File: config.mk
export PLATFORM = sky130hd
export DESIGN_NAME = emc_pin_ctrl
export DESIGN_NICKNAME = d
export VERILOG_FILES = /design/src/emc_pkg.sv /design/src/emc_pin_ctrl.sv /design/src/emc_reset_oneshot.sv
export SDC_FILE = /design/constraint.sdc
export NUM_CORES = 1
export LEC_CHECK = 0
export BUFFER_PORTS_ARGS = -buffer_cell sky130_fd_sc_hd__buf_2
export CAP_MARGIN = 30
export CELL_PAD_IN_SITES_DETAIL_PLACEMENT = 0
export CELL_PAD_IN_SITES_GLOBAL_PLACEMENT = 1
export CORE_MARGIN = 4
export CORE_UTILIZATION = 27
export CTS_CLUSTER_SIZE = 10
export DETAILED_ROUTE_END_ITERATION = 6
export PLACE_DENSITY = 0.77
export SLEW_MARGIN = 10
export SYNTH_ARGS = -nofsm -noshare
export SYNTH_HDL_FRONTEND = slang
export SYNTH_SLANG_ARGS = --single-unit
File: constraint.sdc
create_clock -name CORE_CLK -period 2 [get_ports CORE_CLK]
set_input_delay 0 -clock CORE_CLK [delete_from_list [all_inputs] [get_ports CORE_CLK]]
set_output_delay 0 -clock CORE_CLK [all_outputs]
set_load 0.05 [all_outputs]
File: src/emc_pkg.sv
`default_nettype none
package emc_pkg;
	// mode select encodings {high, low}
	localparam logic [1:0] MODE_NORMAL = 2'h0;
	localparam logic [1:0] MODE_ADAPTER = 2'h1;
	localparam logic [1:0] MODE_PROBE = 2'h2;
	localparam logic [1:0] MODE_TEST = 2'h3;
	// internal reset stretch length in core clocks (one-shot)
	localparam int RESET_STRETCH_CYCLES = 16;
	// host receive interrupt set/clear limits in processor clocks
	localparam int RX_INT_SET_MAX = 2;
	localparam int RX_INT_CLR_MAX = 2;
	// bus widths
	localparam int ADDR_W = 20;
	localparam int ADDR18_BIT = 18;
	localparam int DATA_W = 8;
	// serial clock divider reset value: undivided
	localparam logic SER_DIV2_RST = 1'b0;
endpackage : emc_pkg
`default_nettype wire

File: src/emc_pin_ctrl.sv
`default_nettype none
// How it works
// RULE1 - two select pins pick normal, adapter, probe or reserved test mode
// RULE2 - adapter mode releases processor pins, keeps serial, host, selects and ports; code floats serial transmit in adapter mode
// RULE3 - probe mode floats every output of the device
// RULE4 - board never selects the reserved test mode in use
// RULE5 - external reset initialises configuration, bounds, serial, ports and host logic
// RULE6 - normal mode stretches external reset through a one-shot
// RULE7 - adapter mode bypasses the one-shot; pin drives internal reset
// RULE8 - crystal oscillator off in adapter and probe modes
// RULE9 - emulator drives memory request and address 18 on shared pins
// RULE10 - adapter mode turns interrupt-0 into an open-drain output
// RULE11 - sleep or halt drives read and write strobes high when selected
// RULE12 - rom and ram selects forced high in sleep or halt
// RULE13 - sleep or halt floats bus read/write and io select when selected
// RULE14 - power-down floats all address lines and data lines; code keeps the addr18 pin driving when it carries the timer
// RULE15 - host emulation logic disabled during power-down
// RULE16 - host receive interrupt set within two clocks of stop
// RULE17 - host receive interrupt cleared within two clocks of buffer/status read
// RULE18 - serial clock undivided after reset; software may select divide-by-two
// RULE19 - select pins held constant; mode treated as static
module emc_pin_ctrl
	import emc_pkg::*;
(
	// clock and reset
	input wire logic CORE_CLK,
	input wire logic NRST,
	// mode select pins
	input wire logic MODE_SELECT_LOW,
	input wire logic MODE_SELECT_HIGH,
	// processor state and pin-mux selections
	input wire logic CPU_SLEEP,
	input wire logic CPU_HALT,
	input wire logic MUX_MEM_STROBES,
	input wire logic MUX_IO_SELECT,
	input wire logic ADDR18_AS_ADDR,
	// internal core signals to the pins
	input wire logic [emc_pkg::ADDR_W-1:0] CORE_ADDR,
	input wire logic CORE_ADDR_OE,
	input wire logic [emc_pkg::DATA_W-1:0] CORE_DATA,
	input wire logic CORE_DATA_OE,
	input wire logic CORE_TIMER_OUT,
	input wire logic CORE_RD_N,
	input wire logic CORE_WR_N,
	input wire logic CORE_CTRL_OE,
	input wire logic CORE_MEM_READ_STROBE_N,
	input wire logic CORE_MEM_WRITE_STROBE_N,
	input wire logic CORE_ROM_SELECT_N,
	input wire logic CORE_RAM_SELECT_N,
	input wire logic CORE_IO_SELECT_N,
	input wire logic CORE_SERIAL_TX,
	input wire logic CORE_INT0_PULL,
	// host receive events
	input wire logic HOST_RX_STOP,
	input wire logic HOST_READ_STROBE_N,
	input wire logic HOST_READ_RX_OR_STATUS,
	// software serial clock divide request
	input wire logic SER_DIV2_REQ,
	// address, data and addr18/timer pin
	output logic [emc_pkg::ADDR_W-1:0] ADDR_O,
	output logic [emc_pkg::ADDR_W-1:0] ADDR_OE,
	output logic [emc_pkg::DATA_W-1:0] DATA_O,
	output logic [emc_pkg::DATA_W-1:0] DATA_OE,
	// bus strobes
	output logic RD_N_O,
	output logic RD_N_OE,
	output logic WR_N_O,
	output logic WR_N_OE,
	// chip selects and memory strobes
	output logic MEMORY_READ_STROBE_O,
	output logic MEMORY_READ_STROBE_OE,
	output logic MEMORY_WRITE_STROBE_O,
	output logic MEMORY_WRITE_STROBE_OE,
	output logic ROM_SELECT_O,
	output logic ROM_SELECT_OE,
	output logic RAM_SELECT_O,
	output logic RAM_SELECT_OE,
	output logic IO_SELECT_O,
	output logic IO_SELECT_OE,
	// serial transmit
	output logic SERIAL_TX_O,
	output logic SERIAL_TX_OE,
	// interrupt-0 pin, open drain in adapter mode
	output logic INT0_O,
	output logic INT0_OE,
	// device-level controls
	output logic OSC_ENABLE,
	output logic INT_RESET_N,
	output logic HOST_EMU_ENABLE,
	output logic HOST_RX_INT,
	output logic SER_CLK_ENABLE
);
	import emc_pkg::*;

	typedef enum logic [3:0] {
		EMC_NORMAL = 4'h1,
		EMC_ADAPTER = 4'h2,
		EMC_PROBE = 4'h4,
		EMC_TEST = 4'h8
	} emc_mode_t;

	// decode of the select pins; used for the registered mode and the bypass
	function automatic emc_mode_t decode_mode(input logic [1:0] sel);
		case (sel)
			MODE_NORMAL: decode_mode = EMC_NORMAL;
			MODE_ADAPTER: decode_mode = EMC_ADAPTER;
			MODE_PROBE: decode_mode = EMC_PROBE;
			default: decode_mode = EMC_TEST;
		endcase
	endfunction : decode_mode

	emc_mode_t mode_reg;
	emc_mode_t mode_next;
	logic rx_int_reg;
	logic rx_int_next;
	logic div2_reg;
	logic div_phase_reg;
	logic [ADDR_W-1:0] addr_q_reg;
	logic [DATA_W-1:0] data_q_reg;
	logic int_rst_n;
	logic [1:0] sel_pins;
	logic pin_adapter;
	logic is_normal;
	logic is_adapter;
	logic is_probe;
	logic pwr_down;
	logic drive_ok;
	logic rx_clear;
	logic [ADDR_W-1:0] addr_word;

	// mode pins held static by the board, so the pin decode feeds the bypass directly
	assign sel_pins = {MODE_SELECT_HIGH, MODE_SELECT_LOW}; // [RULE1] [RULE19]
	assign pin_adapter = (decode_mode(sel_pins) == EMC_ADAPTER);
	assign mode_next = decode_mode(sel_pins);

	emc_reset_oneshot #(
		.STRETCH(RESET_STRETCH_CYCLES)
	) u_oneshot (
		.clk(CORE_CLK),
		.nrst(NRST),
		.bypass(pin_adapter), // [RULE6] [RULE7]
		.int_rst_n(int_rst_n)
	);

	// registered mode; test mode is treated like probe, all pins released
	always_ff @(posedge CORE_CLK or negedge NRST) begin
		if (!NRST) begin
			mode_reg <= EMC_PROBE;
		end else begin
			mode_reg <= mode_next;
		end
	end

	assign is_normal = (mode_reg == EMC_NORMAL);
	assign is_adapter = (mode_reg == EMC_ADAPTER);
	assign is_probe = !is_normal && !is_adapter; // [RULE4]
	assign pwr_down = CPU_SLEEP | CPU_HALT;
	// processor pins are only ours in normal mode, outside reset
	assign drive_ok = is_normal && int_rst_n; // [RULE2] [RULE5]

	// data outputs registered; addr18 carries the timer when not selected as address
	assign addr_word = {CORE_ADDR[ADDR_W-1:ADDR18_BIT+1],
		ADDR18_AS_ADDR ? CORE_ADDR[ADDR18_BIT] : CORE_TIMER_OUT,
		CORE_ADDR[ADDR18_BIT-1:0]};
	always_ff @(posedge CORE_CLK or negedge NRST) begin
		if (!NRST) begin
			addr_q_reg <= '0;
			data_q_reg <= '0;
		end else begin
			addr_q_reg <= addr_word;
			data_q_reg <= CORE_DATA;
		end
	end
	assign ADDR_O = addr_q_reg;
	assign DATA_O = data_q_reg;

	// address floats in adapter (emulator drives it), probe, power-down; timer may still run
	genvar gi;
	generate
		for (gi = 0; gi < ADDR_W; gi++) begin : g_addr_oe
			if (gi == ADDR18_BIT) begin : g_a18
				// timer output still drives in power-down when the pin is not an address
				assign ADDR_OE[gi] = drive_ok && (ADDR18_AS_ADDR ? (CORE_ADDR_OE && !pwr_down)
					: 1'b1); // [RULE9] [RULE14]
			end else begin : g_an
				assign ADDR_OE[gi] = drive_ok && CORE_ADDR_OE && !pwr_down; // [RULE14]
			end
		end
	endgenerate
	assign DATA_OE = {DATA_W{drive_ok && CORE_DATA_OE && !pwr_down}}; // [RULE14] [RULE3]

	// bus strobes released in sleep or halt
	assign RD_N_O = CORE_RD_N;
	assign WR_N_O = CORE_WR_N;
	assign RD_N_OE = drive_ok && CORE_CTRL_OE && !pwr_down; // [RULE13]
	assign WR_N_OE = RD_N_OE; // [RULE13]

	// memory strobes: in adapter the emulator owns the shared request pin
	assign MEMORY_READ_STROBE_O = pwr_down ? 1'b1 : CORE_MEM_READ_STROBE_N; // [RULE11]
	assign MEMORY_WRITE_STROBE_O = pwr_down ? 1'b1 : CORE_MEM_WRITE_STROBE_N; // [RULE11]
	assign MEMORY_READ_STROBE_OE = drive_ok && MUX_MEM_STROBES; // [RULE9] [RULE2]
	assign MEMORY_WRITE_STROBE_OE = !is_probe && int_rst_n && MUX_MEM_STROBES;

	// chip selects stay ours in adapter mode
	assign ROM_SELECT_O = pwr_down ? 1'b1 : CORE_ROM_SELECT_N; // [RULE12]
	assign RAM_SELECT_O = pwr_down ? 1'b1 : CORE_RAM_SELECT_N; // [RULE12]
	assign ROM_SELECT_OE = !is_probe; // [RULE2] [RULE3]
	assign RAM_SELECT_OE = !is_probe;
	assign IO_SELECT_O = CORE_IO_SELECT_N;
	assign IO_SELECT_OE = !is_probe && MUX_IO_SELECT && !pwr_down; // [RULE13]

	// serial transmit floats in adapter (processor peripheral) and probe
	assign SERIAL_TX_O = CORE_SERIAL_TX;
	assign SERIAL_TX_OE = drive_ok; // [RULE2]

	// interrupt-0 only pulls low, and only in adapter mode
	assign INT0_O = 1'b0;
	assign INT0_OE = is_adapter && CORE_INT0_PULL; // [RULE10]

	// oscillator runs only in normal mode; test mode counted off too
	assign OSC_ENABLE = is_normal; // [RULE8]
	assign INT_RESET_N = int_rst_n; // [RULE5]
	assign HOST_EMU_ENABLE = int_rst_n && !pwr_down && !is_probe; // [RULE15]

	// receive interrupt: one cycle after stop; set wins over clear
	assign rx_clear = !HOST_READ_STROBE_N && HOST_READ_RX_OR_STATUS;
	assign rx_int_next = !HOST_EMU_ENABLE ? 1'b0 :
		HOST_RX_STOP ? 1'b1 : // [RULE16]
		rx_clear ? 1'b0 : rx_int_reg; // [RULE17]
	always_ff @(posedge CORE_CLK or negedge NRST) begin
		if (!NRST) begin
			rx_int_reg <= 1'b0;
		end else begin
			rx_int_reg <= rx_int_next;
		end
	end
	assign HOST_RX_INT = rx_int_reg;

	// serial clock enable: every cycle after reset, every second cycle when halved
	always_ff @(posedge CORE_CLK or negedge NRST) begin
		if (!NRST) begin
			div2_reg <= SER_DIV2_RST;
			div_phase_reg <= 1'b0;
		end else begin
			div2_reg <= SER_DIV2_REQ; // [RULE18]
			div_phase_reg <= !div_phase_reg;
		end
	end
	assign SER_CLK_ENABLE = !div2_reg || div_phase_reg; // [RULE18]
endmodule : emc_pin_ctrl
`default_nettype wire

File: src/emc_reset_oneshot.sv
`default_nettype none
module emc_reset_oneshot
	import emc_pkg::*;
#(
	parameter int STRETCH = RESET_STRETCH_CYCLES
) (
	// clock and external reset
	input wire logic clk,
	input wire logic nrst,
	// bypass selects the direct path
	input wire logic bypass,
	// stretched internal reset, active low
	output logic int_rst_n
);
	// elaboration check: a zero-length stretch would let reset through unstretched
	if (STRETCH < 1) begin : g_bad_stretch
		$error("stretch must be at least one cycle");
	end

	localparam int CW = $clog2(STRETCH + 1);
	logic [CW-1:0] cnt_reg;
	logic [CW-1:0] cnt_next;
	logic done;

	// count after release; reset restarts the count so every pulse lasts STRETCH
	assign done = (cnt_reg == CW'(STRETCH));
	assign cnt_next = done ? cnt_reg : cnt_reg + CW'(1);

	always_ff @(posedge clk or negedge nrst) begin
		if (!nrst) begin
			cnt_reg <= '0;
		end else begin
			cnt_reg <= cnt_next;
		end
	end

	// adapter path follows the pin directly, normal path is held until count ends
	assign int_rst_n = bypass ? nrst : (nrst & done);
endmodule : emc_reset_oneshot
`default_nettype wire

## Word level (Yosys, flattened, before mapping)

Cells that the tools add are included.
W data, S select, Z words.

- Register bits: 40
- Input port bits: 54
- Output and inout bits: 79
- Word-level logic and storage cells: 56

- $add $sub $neg: 1
- Eq/ne operators: 7
- Muxes and demuxes: 11
- Bitwise logic cells: 2
- Reductions and logical operators: 28

Operators by type and width:

| kind | number |
|---|---|
| $logic_and A1 B1 Y1 | 19 |
| $pmux W4 S3 | 1 |
| $mux W1 | 10 |
| $eq A4 B2 Y1 const B | 2 |
| $logic_not A1 Y1 | 7 |
| $add A5 B1 Y5 const B | 1 |
| $eq A5 B5 Y1 const B | 1 |
| $eq A4 B1 Y1 const B | 1 |
| $ne A3 B2 Y1 const B | 1 |
| $eq A2 B1 Y1 const B | 1 |
| $eq A2 B2 Y1 const B | 1 |
| $logic_not A2 Y1 | 1 |
| $and A1 B1 Y1 | 1 |
| $logic_or A1 B1 Y1 | 1 |
| $or A1 B1 Y1 | 1 |

## Depth between registers and ports, before layout

- Depth in word-level cells: 7
- Depth in mapped cells: 6

## By module

Synthesis repeated with hierarchy kept, for this count alone.

- Cells, all modules: 120
- Area total of the unflattened synthesis: 1600.3 µm²

By module, submodules not included:

| module | times used | cells each | area each (µm²) |
|---|---|---|---|
| emc_pin_ctrl | 1 | 99 | 1340.0 |
| emc_reset_oneshot | 1 | 21 | 260.2 |

## Worst setup path before layout

Ideal clock, no wire load.

- Path kind: reg-to-output
- Start point: register mode_reg[1]
- End point: output ADDR_OE[10] in the netlist's numbering
- Arrival time: 3431 ps
- Setup slack: -1431 ps
- Cell stages (with the launch flop): 5
- Buffers on the path: 1
- Cells stage by stage: dfrtp_1 -> nor4b_2 -> o211ai_2 -> nor2_1 -> buf_4

- Longest elaborated chain between the ends: 4

Ends and longest elaborated chain:

| what | line | RTL |
|---|---|---|
| start: declaration | emc_pin_ctrl.sv:112 | `emc_mode_t mode_reg;` |
| start signal: assignment | emc_pin_ctrl.sv:150 | `mode_reg <= mode_next;` |
| $eq A4 B1 Y1 | emc_pin_ctrl.sv:154 | `assign is_normal = (mode_reg == EMC_NORMAL);` |
| named net OSC_ENABLE | emc_pin_ctrl.sv:87 | `output logic OSC_ENABLE,` |
| $logic_and A1 B1 Y1 | emc_pin_ctrl.sv:159 | `assign drive_ok = is_normal && int_rst_n;` |
| $logic_and A1 B1 Y1 (2 in a row) | -- |  |
| end: declaration | emc_pin_ctrl.sv:61 | `output logic [emc_pkg::ADDR_W-1:0] ADDR_OE,` |

The timed path passes the listed nets, and every way through them passes these cells.

## Final worst setup path

- Start point: register u_oneshot.cnt_reg[0]
- End point: output ADDR_OE[9] in the netlist's numbering

- Longest elaborated chain between the ends: 6

Ends and longest elaborated chain:

| what | line | RTL |
|---|---|---|
| start: declaration | emc_reset_oneshot.sv:21 | `logic [CW-1:0] cnt_reg;` |
| start signal: assignment | emc_reset_oneshot.sv:33 | `cnt_reg <= cnt_next;` |
| $eq A5 B5 Y1 | emc_reset_oneshot.sv:26 | `assign done = (cnt_reg == CW'(STRETCH));` |
| $and A1 B1 Y1 | emc_reset_oneshot.sv:38 | `assign int_rst_n = bypass ? nrst : (nrst & done);` |
| $mux W1 | emc_reset_oneshot.sv:38 |  |
| $logic_and A1 B1 Y1 | emc_pin_ctrl.sv:159 |  |
| $logic_and A1 B1 Y1 (2 in a row) | emc_pin_ctrl.sv:186 | `assign ADDR_OE[gi] = drive_ok && CORE_ADDR_OE && !pwr_down;` |

No other way between the ends.

==> results.toml <==
[final_layout]
diodes = 0
area_growth_pct = 69.3
multi_input_area_um2 = 377
nNetsFinal = 320
largest_reg_flops = 20
final.fill_count = 534
drive_above_1_share_pct = 56.2
seq_area_um2 = 1000

[worst_setup_path]
worstPathCellList = "inv_1 > ha_1 > and4bb_4 > o211ai_4 > nor2_4 > buf_12 > clkbuf_4"
crit_required_ps = 2000
crit_fanout = 19
timing.critical_path.buf_inv = 3
cp-start-kind = "register"
cpLargestDelayFamily = "buffers and inverters"
arrival_ps = 1880
cp-end-kind = "primary output"
max_stage_delay_ps = 380
critPathKind = "reg -> out"
cpMaxStageDelayCell = "dfrtp_1"

[synthesis]
syn-mean-instance-area_um2 = 12.6
synth_common_cells = "dfrtp_1 (39), buf_4 (32), inv_1 (6), nand2_1 (6), nor2_1 (6)"
synth_area_leaders = "dfrtp_1 (61%), buf_4 (15%), xnor2_1 (2.2%), nor4b_2 (1.9%), dfstp_2 (1.7%)"
synth.most_common_cell = "dfrtp_1"
ys_types = 29
synth-edff-count = 0
ys_ff_latch = 40
ys.flop_type = "dfrtp_1"
syn_inst = 126
ys_seq_area_share_pct = 63.0
synth_warnings = 0
synth_top_area_cell = "dfrtp_1"
syn_nets = 182
synthDominantCellAreaShare_pct = 61.4
syn_area_um2 = 1590
postSynth.asyncResetShare_pct = 100

[placement]
io_buffer_count = 123
dp_hpwl_um = 3110
place_congestion = 0.787

[drt]
viasPerCell = 4.03
drt_iter0_drc = 30
dr_wl_met3_um = 478
drt-pass1-iter-count = 2
wl_met2_um = 2200
vias = 1357
wl_per_cell_um = 12.4
drc_errors = 0
wirelength_met1_um = 1400
top_layer = "met4"
drt_wl_total_um = 4180
drt.antenna.violating_nets = 0

[power]
power_mw = 1.93
p_leak_nw = 1.40
ir_drop_mv = 0.466
powerDensity_nw_per_um2 = 718

[floorplanning]
core_um2 = 5610
chipHeight_um = 84.7
rows = 27
dieArea_um2 = 7180
ios = 133
initial_core_util_pct = 28.4
die_width_um = 84.7

[grt]
grt_max_degree = 40
grt_pass1_wl_um = 6470
overflow = 0
grt_pass1_vias = 1387
grt_usage_pct = 11.5
grt_antenna_before_repair = 0

[cts]
cts_max_level = 2
numCtsBuffers = 5
root_buffer = "clkbuf_8"
clockBufferDepth = 2
clock_latency_ps = 280
cts_tree = "done"
cts.sinks = 40
clk_pin_slew_worst_paths_ps = 70

[flow_run]
cap_violations = 0

[sta]
skew_ps = 0.817
finalCritPeriodShare_pct = 94.1
hold_viol_final = 0
fmax_mhz = 531
min_period_ps = 1880
slew_viol_final = 0
finalSetupViolations = 0
whs_ps = 0.0220

[worst_hold_path]
min-delay-path-class = "in -> out"

[status]
status = "finished clean"
[cell families (layout without fill, tap and decap cells)]
kind of cell             count (synthesis)  count (layout)  synth area share [%]
flip-flops                              40              40                  63.0
buffers and inverters                   39             178                  16.8
AND/OR/NAND/NOR                         33              33                  12.7
AO/OA/AOI/OAI                            5               5                  2.04
XOR/XNOR                                 4               4                  2.20
adder cells (fa/ha/maj)                  2               2                  1.57
multiplexers                             2               2                  1.42
other                                    1               1                 0.236
[path summary, 6_finish.rpt]
kind	from	end	slack (ps)	cells past startpoint
max	u_oneshot.cnt_reg[0]	ADDR_OE[9]	120	7
min	CORE_RD_N	RD_N_O	0.02	0
max reg2reg	u_oneshot.cnt_reg[0]	HOST_RX_INT	570	5
min reg2reg	div_phase_reg	div_phase_reg	410	1
max in group asynchronous	NRST	mode_reg[2]	1200	3
min in group asynchronous	NRST	HOST_RX_INT	80	2
[per-stage QoR]
stage / utilization, % / area [µm²] / setup TNS [ps] / instances / setup WS (ps)
2_1_floorplan: - / 1670 / -9440 / 126 / -390
3_3_place_gp: 37.6 / 2110 / 0 / 291 / 298
3_5_place_dp: 37.6 / 2110 / 0 / 291 / 225
4_1_cts: 47.0 / 2640 / -445 / 336 / -26.6
5_1_grt: 48.0 / 2690 / -1.90 / 337 / -1.20
6_report: 48.0 / 2690 / 0 / 337 / 118
[per-layer routing]
layer | vias up | track usage [%]
met4 | 0 | 4.89
li1 | 647 | -
met2 | 83 | 21.4
met5 | - | 0
met3 | 9 | 4.61
met1 | 618 | 11.2
[worst register-to-register path, stage by stage, from the launching register on]
cell and delay (ps):
dfrtp_1 400, inv_1 60, ha_1 160, and4bb_4 300, o21ai_1 130, nor4b_2 290
[cell usage in the layout (no fill, tap or decap), types with 4 or more instances in the layout]
cell type and n:
xnor2_1 4, buf_4 12, buf_2 102, clkbuf_8 7, nand2_1 6, inv_1 6, clkbuf_4 12, dlygate4sd3_1 36
or3_1 4, dfrtp_1 39
[cell type report]
cell class | instances | area share, %
clock inverters | 1 | 1.12
repair buffers | 163 | 39.8
clock buffers | 7 | 3.58
flip-flops and latches | 40 | 37.2
multi-input cells | 47 | 14.0
well taps | 72 | 3.35
inverters | 7 | 0.976
[power breakdown]
part	total [mW]	switching, mW	internal, mW	leakage [nW]
clock	0.701	0.261	0.440	0.0645
sequential	0.856	0.0125	0.843	0.475
combinational	0.376	0.246	0.130	0.862
total	1.93	0.519	1.41	1.40
[what timing repair did]
item                                    in CTS  in global routing
hold buffers                                36                  0
gates cloned                                 0                  0
pin swaps                                    1                  1
endpoints found under the setup margin      27                 28
setup buffers                                1                  1
endpoints found under the hold margin       72                  0
gates resized for setup                      9                 15
(Power assumes the default switching activity.)
